[config.mk]
export PLATFORM = sky130hd
export DESIGN_NAME = uart_host_bus_interface
export DESIGN_NICKNAME = d
export VERILOG_FILES = /design/src/host_port_pkg.sv /design/src/pin_sync_if.sv /design/src/uart_host_bus_interface.sv /design/src/pin_sync.sv
export SDC_FILE = /design/constraint.sdc
export NUM_CORES = 1
export LEC_CHECK = 0
export ABC_AREA = 1
export BUFFER_PORTS_ARGS = -buffer_cell sky130_fd_sc_hd__buf_2
export CORE_MARGIN = 2
export CORE_UTILIZATION = 60
export CTS_CLUSTER_SIZE = 8
export DETAILED_ROUTE_END_ITERATION = 12
export GPL_ROUTABILITY_DRIVEN = 0
export PLACE_DENSITY_LB_ADDON = 0.2
export SLEW_MARGIN = 15
export SYNTH_ARGS = -nofsm -noshare
export SYNTH_HDL_FRONTEND = slang
export SYNTH_HIERARCHICAL = 1
export SYNTH_SLANG_ARGS = --single-unit
[constraint.sdc]
create_clock -name clk_i -period 3.1 [get_ports clk_i]
set_input_delay 0.62 -clock clk_i [delete_from_list [all_inputs] [get_ports clk_i]]
set_output_delay 0.62 -clock clk_i [all_outputs]
set_load 0.02 [all_outputs]
[src/host_port_pkg.sv]
// Notes on behaviour
// Three register-select bits choose which of eight registers an access targets.
// Active-high read strobe works exactly like the active-low read strobe.
// Data bus is driven toward the host only while a read strobe is active.
// Board holds the high read strobe at zero when using the low one.
// Logic one on the first and second chip selects means active.
// Logic zero on third chip select is active; all three needed together.
// Board ties every unused chip select to its active level.
// Active-high write strobe works exactly like the active-low write strobe.
// Either active write strobe stores bus data into the addressed register.
// Rising address latch strobe freezes chip selects and register select.
// Address latch strobe held low makes live selects and address used directly.
// Eight-bit data bus, bit 0 least significant, driven only on reads.
// Logic zero on the low read strobe requests a register read.
// Logic zero on the low write strobe requests a register write.
// Drive-disable output goes low while the host reads.
// Strobes ignored unless all chip selects active; bus undriven, registers kept.
package host_port_pkg;
	localparam int DATA_W = 8;
	localparam int ADDR_W = 3;
	localparam int CLK_PERIOD_NS = 20;
	// Synchronised pin vector layout
	localparam int PIN_DATA_LSB = 0;
	localparam int PIN_ADDR_LSB = 8;
	localparam int PIN_CS_FIRST = 11;
	localparam int PIN_CS_SECOND = 12;
	localparam int PIN_CS_THIRD_N = 13;
	localparam int PIN_RD_HIGH = 14;
	localparam int PIN_RD_LOW_N = 15;
	localparam int PIN_WR_HIGH = 16;
	localparam int PIN_WR_LOW_N = 17;
	localparam int PIN_AS = 18;
	localparam int PIN_W = 19;
	// Idle levels: low-active strobes and third select high, the rest low
	localparam logic [PIN_W-1:0] PIN_IDLE = 19'h2_a000;
	localparam logic [2:0] CS_ACTIVE = 3'h3;
	localparam logic [DATA_W-1:0] DATA_RESET = 8'h00;
	localparam logic [ADDR_W-1:0] ADDR_RESET = 3'h0;
endpackage

[src/pin_sync_if.sv]
`timescale 1ns/1ps
interface pin_sync_if #(parameter int WIDTH = 19);
	logic [WIDTH-1:0] level;
	modport producer (output level);
	modport consumer (input level);
endinterface

[src/uart_host_bus_interface.sv]
`timescale 1ns/1ps
module uart_host_bus_interface
	import host_port_pkg::*;
#(
	parameter int DW = host_port_pkg::DATA_W,
	parameter int AW = host_port_pkg::ADDR_W
) (
	input wire logic clk_i,
	input wire logic rst_i,
	input wire logic clk_en_i,
	input wire logic [host_port_pkg::ADDR_W-1:0] reg_select_i,
	input wire logic chip_sel_first_high_i,
	input wire logic chip_sel_second_high_i,
	input wire logic chip_sel_third_low_n_i,
	input wire logic read_strobe_high_i,
	input wire logic read_strobe_low_n_i,
	input wire logic write_strobe_high_i,
	input wire logic write_strobe_low_n_i,
	input wire logic address_latch_strobe_i,
	input wire logic [host_port_pkg::DATA_W-1:0] host_data_bus_i,
	output logic [host_port_pkg::DATA_W-1:0] host_data_bus_o,
	output logic host_data_bus_oe_n_o,
	output logic drive_disable_out_n_o,
	output logic [host_port_pkg::ADDR_W-1:0] reg_rd_addr_o,
	input wire logic [host_port_pkg::DATA_W-1:0] reg_rd_data_i,
	output logic reg_rd_done_o,
	output logic reg_wr_o,
	output logic [host_port_pkg::ADDR_W-1:0] reg_wr_addr_o,
	output logic [host_port_pkg::DATA_W-1:0] reg_wr_data_o
);
	import host_port_pkg::*;

	pin_sync_if #(.WIDTH(PIN_W)) sync_bus ();

	logic [PIN_W-1:0] raw_pins;
	logic [PIN_W-1:0] pins;
	logic [AW-1:0] live_addr;
	logic [2:0] live_cs;
	logic as_high;
	logic [AW-1:0] lat_addr_r;
	logic [2:0] lat_cs_r;
	logic [AW-1:0] eff_addr;
	logic [2:0] eff_cs;
	logic selected;
	logic rd_req;
	logic wr_req;
	logic rd_act;
	logic wr_act;
	logic rd_act_r;
	logic wr_act_r;
	logic [DW-1:0] rd_data_r;
	logic [AW-1:0] rd_addr_r;
	logic rd_done_r;
	logic [DW-1:0] wr_data_r;
	logic [AW-1:0] wr_addr_r;
	logic wr_pulse_r;
	logic [DW-1:0] wr_out_data_r;
	logic [AW-1:0] wr_out_addr_r;

	if (DW != DATA_W || AW != ADDR_W)
	begin : g_width_check
		$error("Host port widths are fixed by the pin map");
	end

	assign raw_pins = {address_latch_strobe_i, write_strobe_low_n_i, write_strobe_high_i,
		read_strobe_low_n_i, read_strobe_high_i, chip_sel_third_low_n_i,
		chip_sel_second_high_i, chip_sel_first_high_i, reg_select_i, host_data_bus_i};

	// Host strobes are asynchronous to clk_i, so every pin is resynchronised
	pin_sync #(
		.WIDTH(PIN_W),
		.IDLE(PIN_IDLE)
	) u_pin_sync (
		.clk_i(clk_i),
		.rst_i(rst_i),
		.clk_en_i(clk_en_i),
		.pins_i(raw_pins),
		.out(sync_bus.producer)
	);

	assign pins = sync_bus.level;
	assign live_addr = pins[PIN_ADDR_LSB +: AW];
	assign live_cs = {pins[PIN_CS_THIRD_N], pins[PIN_CS_SECOND], pins[PIN_CS_FIRST]};
	assign as_high = pins[PIN_AS];

	// Latch tracks live pins while the strobe is low, so it freezes on the rise
	always_ff @(posedge clk_i)
	begin
		if (rst_i)
		begin
			lat_addr_r <= ADDR_RESET;
			lat_cs_r <= ~CS_ACTIVE;
		end
		else if (clk_en_i && !as_high)
		begin
			lat_addr_r <= live_addr;
			lat_cs_r <= live_cs;
		end
	end

	assign eff_addr = as_high ? lat_addr_r : live_addr;
	assign eff_cs = as_high ? lat_cs_r : live_cs;
	assign selected = (eff_cs == CS_ACTIVE);
	assign rd_req = pins[PIN_RD_HIGH] | ~pins[PIN_RD_LOW_N];
	assign wr_req = pins[PIN_WR_HIGH] | ~pins[PIN_WR_LOW_N];
	// Both strobes together is illegal; read is given priority so the bus stays sane
	assign rd_act = selected & rd_req;
	assign wr_act = selected & wr_req & ~rd_req;

	// Read path: bus driven only while a selected read strobe is active
	always_ff @(posedge clk_i)
	begin
		if (rst_i)
		begin
			rd_act_r <= 1'b0;
			rd_addr_r <= ADDR_RESET;
			rd_data_r <= DATA_RESET;
			rd_done_r <= 1'b0;
		end
		else if (clk_en_i)
		begin
			rd_act_r <= rd_act;
			rd_addr_r <= eff_addr;
			rd_data_r <= reg_rd_data_i;
			// Completion pulse lets the core pop a read-side FIFO once per access
			rd_done_r <= rd_act_r & ~rd_act;
		end
	end

	// Write data is sampled while the strobe stands and committed at its end,
	// because bus data is only guaranteed stable around the trailing edge
	always_ff @(posedge clk_i)
	begin
		if (rst_i)
		begin
			wr_act_r <= 1'b0;
			wr_data_r <= DATA_RESET;
			wr_addr_r <= ADDR_RESET;
		end
		else if (clk_en_i)
		begin
			wr_act_r <= wr_act;
			if (wr_act)
			begin
				wr_data_r <= pins[PIN_DATA_LSB +: DW];
				wr_addr_r <= eff_addr;
			end
		end
	end

	always_ff @(posedge clk_i)
	begin
		if (rst_i)
		begin
			wr_pulse_r <= 1'b0;
			wr_out_data_r <= DATA_RESET;
			wr_out_addr_r <= ADDR_RESET;
		end
		else if (clk_en_i)
		begin
			wr_pulse_r <= wr_act_r & ~wr_act;
			if (wr_act_r && !wr_act)
			begin
				wr_out_data_r <= wr_data_r;
				wr_out_addr_r <= wr_addr_r;
			end
		end
	end

	assign host_data_bus_o = rd_data_r;
	assign host_data_bus_oe_n_o = ~rd_act_r;
	assign drive_disable_out_n_o = ~rd_act_r;
	assign reg_rd_addr_o = rd_addr_r;
	assign reg_rd_done_o = rd_done_r;
	assign reg_wr_o = wr_pulse_r;
	assign reg_wr_addr_o = wr_out_addr_r;
	assign reg_wr_data_o = wr_out_data_r;

	a_read_drives_bus: assert property (
		@(posedge clk_i) disable iff (rst_i)
		(clk_en_i && rd_act) |=> !host_data_bus_oe_n_o)
		else $error("Active read did not drive the bus");

	a_idle_bus_released: assert property (
		@(posedge clk_i) disable iff (rst_i)
		(clk_en_i && !rd_act) |=> host_data_bus_oe_n_o)
		else $error("Bus driven without an active read");

	a_drive_disable_tracks: assert property (
		@(posedge clk_i) disable iff (rst_i)
		drive_disable_out_n_o == host_data_bus_oe_n_o)
		else $error("Drive disable out of step with bus drive");

	a_low_read_strobe: assert property (
		@(posedge clk_i) disable iff (rst_i)
		(clk_en_i && selected && !pins[PIN_RD_LOW_N]) |=> !host_data_bus_oe_n_o)
		else $error("Low read strobe ignored");

	a_high_read_strobe: assert property (
		@(posedge clk_i) disable iff (rst_i)
		(clk_en_i && selected && pins[PIN_RD_HIGH]) |=> !drive_disable_out_n_o)
		else $error("High read strobe ignored");

	a_deselect_ignored: assert property (
		@(posedge clk_i) disable iff (rst_i)
		(clk_en_i && eff_cs != CS_ACTIVE) |=> (host_data_bus_oe_n_o && !wr_act_r))
		else $error("Strobe honoured without full chip select");

	a_write_commit: assert property (
		@(posedge clk_i) disable iff (rst_i)
		(clk_en_i && wr_act && !pins[PIN_WR_LOW_N]) ##1 (clk_en_i && !wr_act)
		|=> (reg_wr_o && reg_wr_data_o == $past(wr_data_r)))
		else $error("Low write strobe did not commit data");

	a_high_write_strobe: assert property (
		@(posedge clk_i) disable iff (rst_i)
		(clk_en_i && selected && pins[PIN_WR_HIGH] && !rd_req) |=> wr_act_r)
		else $error("High write strobe ignored");

	a_write_address: assert property (
		@(posedge clk_i) disable iff (rst_i)
		(clk_en_i && wr_act) |=> (wr_addr_r == $past(eff_addr)))
		else $error("Write address not taken from register select");

	a_latch_on_rise: assert property (
		@(posedge clk_i) disable iff (rst_i)
		(clk_en_i && !as_high) ##1 as_high
		|-> (eff_addr == $past(live_addr) && eff_cs == $past(live_cs)))
		else $error("Address not frozen at latch strobe rise");

	a_latch_holds_high: assert property (
		@(posedge clk_i) disable iff (rst_i)
		as_high ##1 as_high |-> ($stable(eff_addr) && $stable(eff_cs)))
		else $error("Latched select changed while strobe high");

	a_live_when_low: assert property (
		@(posedge clk_i) disable iff (rst_i)
		(clk_en_i && !as_high && wr_act) |=> wr_addr_r == $past(live_addr))
		else $error("Live address not used with latch strobe low");
endmodule // uart_host_bus_interface

[src/pin_sync.sv]
`timescale 1ns/1ps
module pin_sync #(
	parameter int WIDTH = 19,
	parameter logic [WIDTH-1:0] IDLE = '0
) (
	input wire logic clk_i,
	input wire logic rst_i,
	input wire logic clk_en_i,
	input wire logic [WIDTH-1:0] pins_i,
	pin_sync_if.producer out
);
	logic [WIDTH-1:0] meta_r;
	logic [WIDTH-1:0] stable_r;

	if (WIDTH < 1)
	begin : g_width_check
		$error("pin_sync needs at least one pin");
	end

	// First stage is read only by the second
	always_ff @(posedge clk_i)
	begin
		if (rst_i)
		begin
			meta_r <= IDLE;
			stable_r <= IDLE;
		end
		else if (clk_en_i)
		begin
			meta_r <= pins_i;
			stable_r <= meta_r;
		end
	end

	assign out.level = stable_r;
endmodule // pin_sync

Yosys cells after proc, flatten, opt, wreduce, memory -nomap -nowiden
Index checks and enable logic that the tools add are counted.
Storage, ports and cells
  flip-flop bits (word level): 81
  input bits: 30
  output and inout bits: 26
  logic and storage cells: 36
Operators by class
  eq/ne operators: 1
  multiplexer cells: 2
  bitwise operators: 13
  reduce and logical (&&, ||, !) cells: 6
Operators by type and width (number)
  3-bit two-way mux: 2
  1-bit NOT: 6
  1-bit bitwise AND: 5
  2-bit AND reduction: 2
  3-bit by 2-bit equality test with 1-bit output (second input constant): 1
  1-bit logical AND: 2
  1-bit logical NOT: 2
  1-bit OR: 2

Depth between registers and ports, before layout
Gate-level depths: netlist of the first run.
  word-level depth: 7
  gate-level depth with buffers: 10
  gate-level depth less buffers: 8

Cells and area by module
The synthesis of the first run kept the hierarchy.
By module, submodules not included
  uart_host_bus_interface: times used 1, cells each 240, area an instance 1805.5 um^2
  pin_sync: times used 1, cells each 230, area an instance 1575.3 um^2

Least setup slack after synthesis of the first run
OpenSTA, ideal clock, no wires.
  path type: input port to flip-flop
  from: input port clk_en_i
  to: register lat_cs_r[0]
  arrival: 1301 ps
  required time: 2981 ps
  slack: 1679 ps
  stages: 6
  buffers on the path: 1
  path through: buf_2 > inv_1 > nor2_4 > inv_1 > o21ai_0 > a21oi_1
Between the ends
  cells in the longest elaborated chain, start to end: 1
RTL lines
  from (decl): line uart_host_bus_interface.sv:10  | input wire logic clk_en_i,
  1-bit logical AND: line uart_host_bus_interface.sv:94  | else if (clk_en_i && !as_high)
  to (signal assigned): line uart_host_bus_interface.sv:92  | lat_cs_r <= ~CS_ACTIVE;
  to (signal assigned): line uart_host_bus_interface.sv:97  | lat_cs_r <= live_cs;
  to (decl): line uart_host_bus_interface.sv:41  | logic [2:0] lat_cs_r;
No other way between the ends.
A chain may end at the register's enable or synchronous reset.

==> qor.csv, run 1 <==
metric,value,unit
FP Rows,27,
Most Crowded Layer GR,met2,
drt drc,0,
crit-path max cell delay,0.60,ns
Yosys cell types,24,
"count leader, synth",nand2_1,
max-slew violation count,0,
Fin Clk Skew,0.00601,ns
Die Area,0.00625,mm2
syn_nets,500,
antenna cell count,0,
DRT iter0 DRCs,127,
PD cells,548,mW/mm2
vias per inst,4.57,
Hold Startpoint,lat_cs_r[0],
Fillers,492,
r2r worst-path depth,7,
clock transition time at the flip-flop clock pins of the worst setup and hold paths,0.07,ns
P&R area growth vs syn,9.40,%
Core ar.,0.00547,mm2
H-tree levels,3,
post-DR wirelength/cell,9.51,um
Final HPWL DP,3530,um
grt ovf,0,
"Hold-fix buffers, CTS",0,
Critical path buffers and inverters,3,
static leakage,1.94,nW
grt met2 use,29.6,%
Clock Path Buffers,2,
drt pass-1 iters,4,
Worst Path Max Fanout,77,
Initial Util,61.8,%
Period minus WS final,1.72,ns
Startpoint Class,input pin,
Yosys top cell by area,dfxtp_1,
final setup vio count,0,
initial antenna violation count,0,
synthesis-stage register bit count,81,
Max Fclk,580,MHz
clk_lat worst skew,0.34,ns
Fin Hold WS,0.458,ns
# resized after CTS,0,
Slew HR,54.9,%
Die Y,79.1,um
vias in the first global route,2278,
number of synthesized flops with an enable pin,0,
Max VDD drop,0.359,mV
CP startpoint,clk_en_i,
"Hold Vio Cnt, Final",0,
RSZ-0062 raised after global routing,no,
Least-Margin Pin Slew,0.677,ns
hold worst-path end,lat_cs_r[0],
reg2reg setup slack,1.51,ns
DRT Wirelength,5570,um
Synth Area per Inst,7.19,um2
Routed Antenna Nets,0,
WS Path Type,input pin to flop,
All-Layer GR Usage,19.4,%
largest net degree at the start of global routing,78,
FF-to-FF Start,u_pin_sync/out.level[18],
flip-flop and latch area,0.00162,mm2
ys async rst share,0,%
share of Yosys cell area claimed by the top area cell type,48.0,%
Post-Syn Area,0.00338,mm2
period utilization,55.6,%
clk root buf,clkbuf_8,
synthesized instance count,470,
die width,79.1,um
Critical Path End Type,flop,
crit-path cells,buf_2 -> buf_4 -> inv_1 -> nand2_1 -> nand3_1,
met1 GRT Util,26.2,%
post-synthesis sequential area ratio,48.0,%
layout cell share with drive strength beyond 1,16.3,%
DR vias,2680,
Post-Route Setup TNS,0,ns
Hold Crit Depth,2,
Synthesis Warnings,6,
class of the worst hold path,flop to flop,
CTS tree,built,
M3 GR Usage,4.43,%
I/O pins,56,
"Slowest-stage cell, CP",buf_4,
Synth area leaders,"dfxtp_1 48%, nand2_1 13%, nor2_1 13%, inv_1 6.4%, buf_6 5.3%",
Port Buffer Count,55,
Worst path depth,5,
status,"complete, no violations",
first-pass GRT wire length,9760,um
Commonest cells post-synth,"117 x nand2_1, 116 x nor2_1, 81 x dfxtp_1, 58 x inv_1, 19 x nand3_1",
area of the multi-input gates,0.00129,mm2
MaxCap Viol Count,0,
WP data required,3.30,ns
Post-CTS Setup Bufs,0,
CTS Buf Count,9,
Reg2Reg Capture Point,wr_data_r[1],
top_reg_cell synth,dfxtp_1,
TritonCTS sink count,81,
Nets,541,
Worst EP arrival,1.93,ns
"CP delay by family, top",buffers and inverters,
## worst max-delay path by stage
| stage | slack, ns | endpoint |
|---|---|---|
| after floorplan | 1.68 | lat_cs_r[0] |
| after global placement | 1.09 | u_pin_sync/meta_r[15] |
| after detailed placement | 1.04 | u_pin_sync/meta_r[15] |
| after CTS | 1.40 | u_pin_sync/meta_r[15] |
| after global routing | 1.25 | u_pin_sync/meta_r[13] |
| final | 1.38 | u_pin_sync/meta_r[15] |
## kinds of logic after synthesis
logic type	synth area share (%)
buffers and inverters	13.8
AND/OR/NAND/NOR	31.1
flip-flops	48.0
AO/OA/AOI/OAI	7.14
## cell type report
cell class                      instances  area share (%)
Timing Repair Buffer                   56            7.65
Multi-Input combinational cell        302            34.9
Clock buffer                           10            3.72
Inverter                               61            6.19
Sequential cell                        81            43.8
Tap cell                               72            2.44
Clock inverter                          4            1.22
## worst min-delay path, delay by kind of cell (launching register included)
family                 cells  cell delay (ns)
AO/OA/AOI/OAI              1             0.05
flip-flops                 1             0.30
buffers and inverters      1             0.06
## report_power, final
part           internal (mW)  switching (mW)
Sequential              1.09          0.0276
Combinational         0.0694           0.115
Clock                  0.381           0.343
Total                   1.54           0.486
## routing by layer
metal	vias to the layer above	routed length [um]
li1	1484	-
met1	1127	2890
met2	60	2330
met3	9	262
met4	0	88
met5	-	0
## layout by cell type, fill, tap and decap left out
| cell type | count |
|---|---|
| o21ai_1 | 3 |
| nand3_1 | 19 |
| nand2_2 | 5 |
| o21ai_0 | 11 |
| a211oi_1 | 3 |
| inv_2 | 3 |
| nor2_4 | 1 |
| a21oi_4 | 1 |
| o211ai_1 | 3 |
| buf_4 | 1 |
| a21oi_1 | 16 |
| buf_2 | 55 |
| nand3_2 | 1 |
| o211a_1 | 3 |
| nor2_1 | 116 |
| bufinv_16 | 1 |
| nor2_2 | 1 |
| clkinv_2 | 3 |
| nand2_1 | 117 |
| clkbuf_8 | 10 |
| nand2_4 | 2 |
| inv_1 | 58 |
| dfxtp_1 | 81 |
## through the flow
step | setup WS [ns] | instance area [um2] | utilization [%] | instances | total power, mW
6_report | 1.38 | 3700 | 67.6 | 586 | 2.03
5_1_grt | 1.25 | 3700 | 67.6 | 586 | 2.13
4_1_cts | 1.40 | 3700 | 67.6 | 586 | 2.05
3_5_place_dp | 1.04 | 3520 | 64.2 | 572 | 1.33
3_3_place_gp | 1.09 | 3520 | 64.2 | 572 | 1.32
2_1_floorplan | 1.68 | 3380 | - | 470 | 1.29
## flip-flops by register name, indices dropped and copies added, names as in the netlist
signal	cells
reg_rd_done_o	1
host_data_bus_o	8
rd_act_r	1
u_pin_sync/out.level	19
wr_data_r	8
reg_wr_o	1
lat_cs_r	3
u_pin_sync/meta_r	19
wr_addr_r	3
wr_act_r	1
reg_rd_addr_o	3
reg_wr_data_o	8
reg_wr_addr_o	3
lat_addr_r	3
Note: power is estimated with default switching activity, not from simulation.
==> inputs of run 2 (changes only) <==
- ABC_AREA: 1 -> 0
- CORE_UTILIZATION: 60 -> 56
- clock period: 3.1 -> 1.65 ns (I/O delays scaled with it)
==> qor.csv, run 2 <==
metric,value,unit,change
status,"complete, no violations",,
largest net degree at the start of global routing,53,,-32%
Least-Margin Pin Slew,0.407,ns,-0.270 ns
"Hold-fix buffers, CTS",0,,unchanged
most frequent cells in the layout,"81 x dfxtp_1, 56 x mux2i_1, 54 x buf_2, 51 x nor2_1, 21 x nand2b_1",,
Synth Area per Inst,9.80,um2,+36%
r2r worst-path depth,4,,-3
clk root buf,clkbuf_8,,
first-pass GRT wire length,11500,um,+18%
RSZ-0062 raised after global routing,no,,
CTS Buf Count,9,,unchanged
synthesis-stage register bit count,81,,unchanged
CTS tree,built,,
post-DR wirelength/cell,13.6,um,+43%
Post-Route Setup TNS,0,ns,unchanged
class of the worst hold path,input pin to flop,,
Die Area,0.00702,mm2,+12%
DRT iter0 DRCs,118,,-7.1%
# resized after CTS,0,,unchanged
Initial Util,57.2,%,-4.6 points
Nets,448,,-17%
vias in the first global route,2543,,+12%
syn_nets,394,,-21%
static leakage,1.82,nW,-6.5%
synthesized instance count,364,,-23%
Die Y,83.8,um,+6.0%
met1 GRT Util,26.0,%,-0.23 points
"Slowest-stage cell, CP",dfxtp_1,,
crit-path max cell delay,0.36,ns,-0.24 ns
Hold Crit Depth,2,,unchanged
Place WS,0.175,ns,-0.864 ns
Yosys cell types,32,,+33%
period utilization,89.7,%,
ys async rst share,0,%,unchanged
MaxCap Viol Count,0,,unchanged
Pint,2.78,mW,+81%
max-slew violation count,0,,unchanged
WS Path Type,flop to flop,,
DRT Wirelength,6790,um,+22%
M3 GR Usage,5.84,%,+1.4 points
sw power,0.959,mW,+97%
"Hold Vio Cnt, Final",0,,unchanged
die width,83.8,um,+6.0%
Max Fclk,676,MHz,
initial antenna violation count,0,,unchanged
sequential share of power,55.0,%,-0.2 points
number of synthesized flops with an enable pin,0,,unchanged
layout cell share with drive strength beyond 1,22.9,%,+6.6 points
clk_lat worst skew,0.35,ns,about the same
Clock Path Buffers,2,,unchanged
Worst Path Max Fanout,8,,-90%
Period minus WS final,1.48,ns,
Post-CTS Setup Bufs,0,,unchanged
clock share of power,35.6,%,about the same
clock transition time at the flip-flop clock pins of the worst setup and hold paths,0.08,ns,about the same
reg2reg setup slack,0.17,ns,-1.34 ns
Critical Path End Type,flop,,
Fin Clk Skew,0.00972,ns,+0.00372 ns
H-tree levels,3,,unchanged
Slew HR,72.8,%,+18 points
Most Crowded Layer GR,met2,,
grt met2 use,31.7,%,+2.1 points
Yosys top cell by area,dfxtp_1,,
Routed Antenna Nets,0,,unchanged
PD cells,911,mW/mm2,+66%
WP data required,1.93,ns,-1.37 ns
crit-path cells,and4bb_1 -> o2111a_1 -> buf_4 -> mux2i_1,,
FP Rows,29,,+7.4%
vias per inst,5.43,,+19%
top_reg_cell synth,dfxtp_1,,
final setup vio count,0,,unchanged
Final HPWL DP,4610,um,+31%
drt drc,0,,unchanged
I/O pins,56,,unchanged
"most common cell after layout, fill and taps aside",dfxtp_1,,
Core ar.,0.00624,mm2,+14%
P&R area growth vs syn,15.2,%,
"count leader, synth",dfxtp_1,,
DR vias,2717,,+1.4%
Final Power,3.74,mW,+85%
grt ovf,0,,unchanged
Synthesis Warnings,6,,unchanged
Post-Syn Area,0.00357,mm2,+5.5%
antenna cell count,0,,unchanged
Fin Hold WS,0.183,ns,-0.275 ns
post-route setup slack,0.170,ns,-1.21 ns
share of Yosys cell area claimed by the top area cell type,45.5,%,-2.5 points
post-synthesis sequential area ratio,45.5,%,-2.5 points
Comb pwr share,9.4,%,+0.3 points
Commonest cells post-synth,"81 x dfxtp_1, 56 x mux2i_1, 51 x nor2_1, 22 x clkbuf_1, 21 x nand2b_1",,
Synth area leaders,"dfxtp_1 45%, mux2i_1 16%, nor2_1 5.4%, nand2b_1 3.7%, nor2b_1 3.3%",,
All-Layer GR Usage,19.9,%,+0.57 points
Startpoint Class,flop,,
Port Buffer Count,55,,unchanged
Max VDD drop,0.605,mV,+69%
Worst EP arrival,1.76,ns,-0.17 ns
sw frac,25.6,%,+1.6 points
TritonCTS sink count,81,,unchanged
drt pass-1 iters,4,,unchanged
run 2: changes by cell type in the layout (fill, tap and decap cells not counted), moves of 12 or more:
| cell | change |
|---|---|
| nor2b_1 | +19 |
| inv_1 | -57 |
| nand2_1 | -104 |
| mux2i_1 | +56 |
| nand2b_1 | +21 |
| nor2_1 | -65 |
| o2111ai_1 | +13 |
| a21oi_1 | -12 |
| buf_4 | +19 |
run 2: final cells by class:
class | instances | area (um2)
clock buffers | 11 | 141
clock inverters | 5 | 40.0
fillers | 528 | 2130
inverters | 1 | 3.75
multi-input cells | 248 | 1720
flip-flops and latches | 81 | 1620
well taps | 77 | 96.3
repair buffers | 77 | 480
run 2: worst paths after layout:
| check | endpoint | from |
|---|---|---|
| setup / recovery | wr_data_r[4] | u_pin_sync/out.level[18] |
| hold / removal | u_pin_sync/meta_r[15] | read_strobe_low_n_i |
| setup reg to reg | wr_data_r[4] | u_pin_sync/out.level[18] |
| hold reg to reg | wr_data_r[6] | u_pin_sync/out.level[6] |
run 2: metal layers:
layer  vias up  share of wire (%)
met1      1251                 49
met3         8                5.0
met5         -                  0
li1       1392                  -
met4         0                1.2
met2        66                 45
run 2: power by group through the flow:
stage | clock network (mW) | logic [mW] | registers, mW
finish | 1.33 | 0.351 | 2.06
global route | 1.44 | 0.386 | 2.07
CTS | 1.36 | 0.353 | 2.06
detailed placement | 0 | 0.352 | 2.10
global placement | 0 | 0.343 | 2.10
floorplan | 0 | 0.231 | 2.11
run 2: kinds of logic (layout without fill, tap and decap cells):
| kind of cell | Yosys count | count (layout) | synth area share [%] |
|---|---|---|---|
| buffers and inverters | 35 | 94 | 6.21 |
| AOI/OAI and AO/OA | 41 | 41 | 8.38 |
| muxes | 59 | 59 | 16.9 |
| and+or+nand+nor | 148 | 148 | 23.1 |
| DFF | 81 | 81 | 45.5 |
run 2: metrics by stage:
step / utilization, % / std cells / instance area [um2]
2_1_floorplan: - / 364 / 3570
3_3_place_gp: 62.9 / 484 / 3930
3_5_place_dp: 62.9 / 484 / 3930
4_1_cts: 65.8 / 500 / 4110
5_1_grt: 65.8 / 500 / 4110
6_report: 65.8 / 500 / 4110
run 2: critical path, delay by kind of cell (launching register included):
kind	cells	cell delay, ns
AO/OA/AOI/OAI	1	0.29
buffers and inverters	1	0.22
flip-flops	1	0.36
multiplexers	1	0.21
AND/OR/NAND/NOR	1	0.32
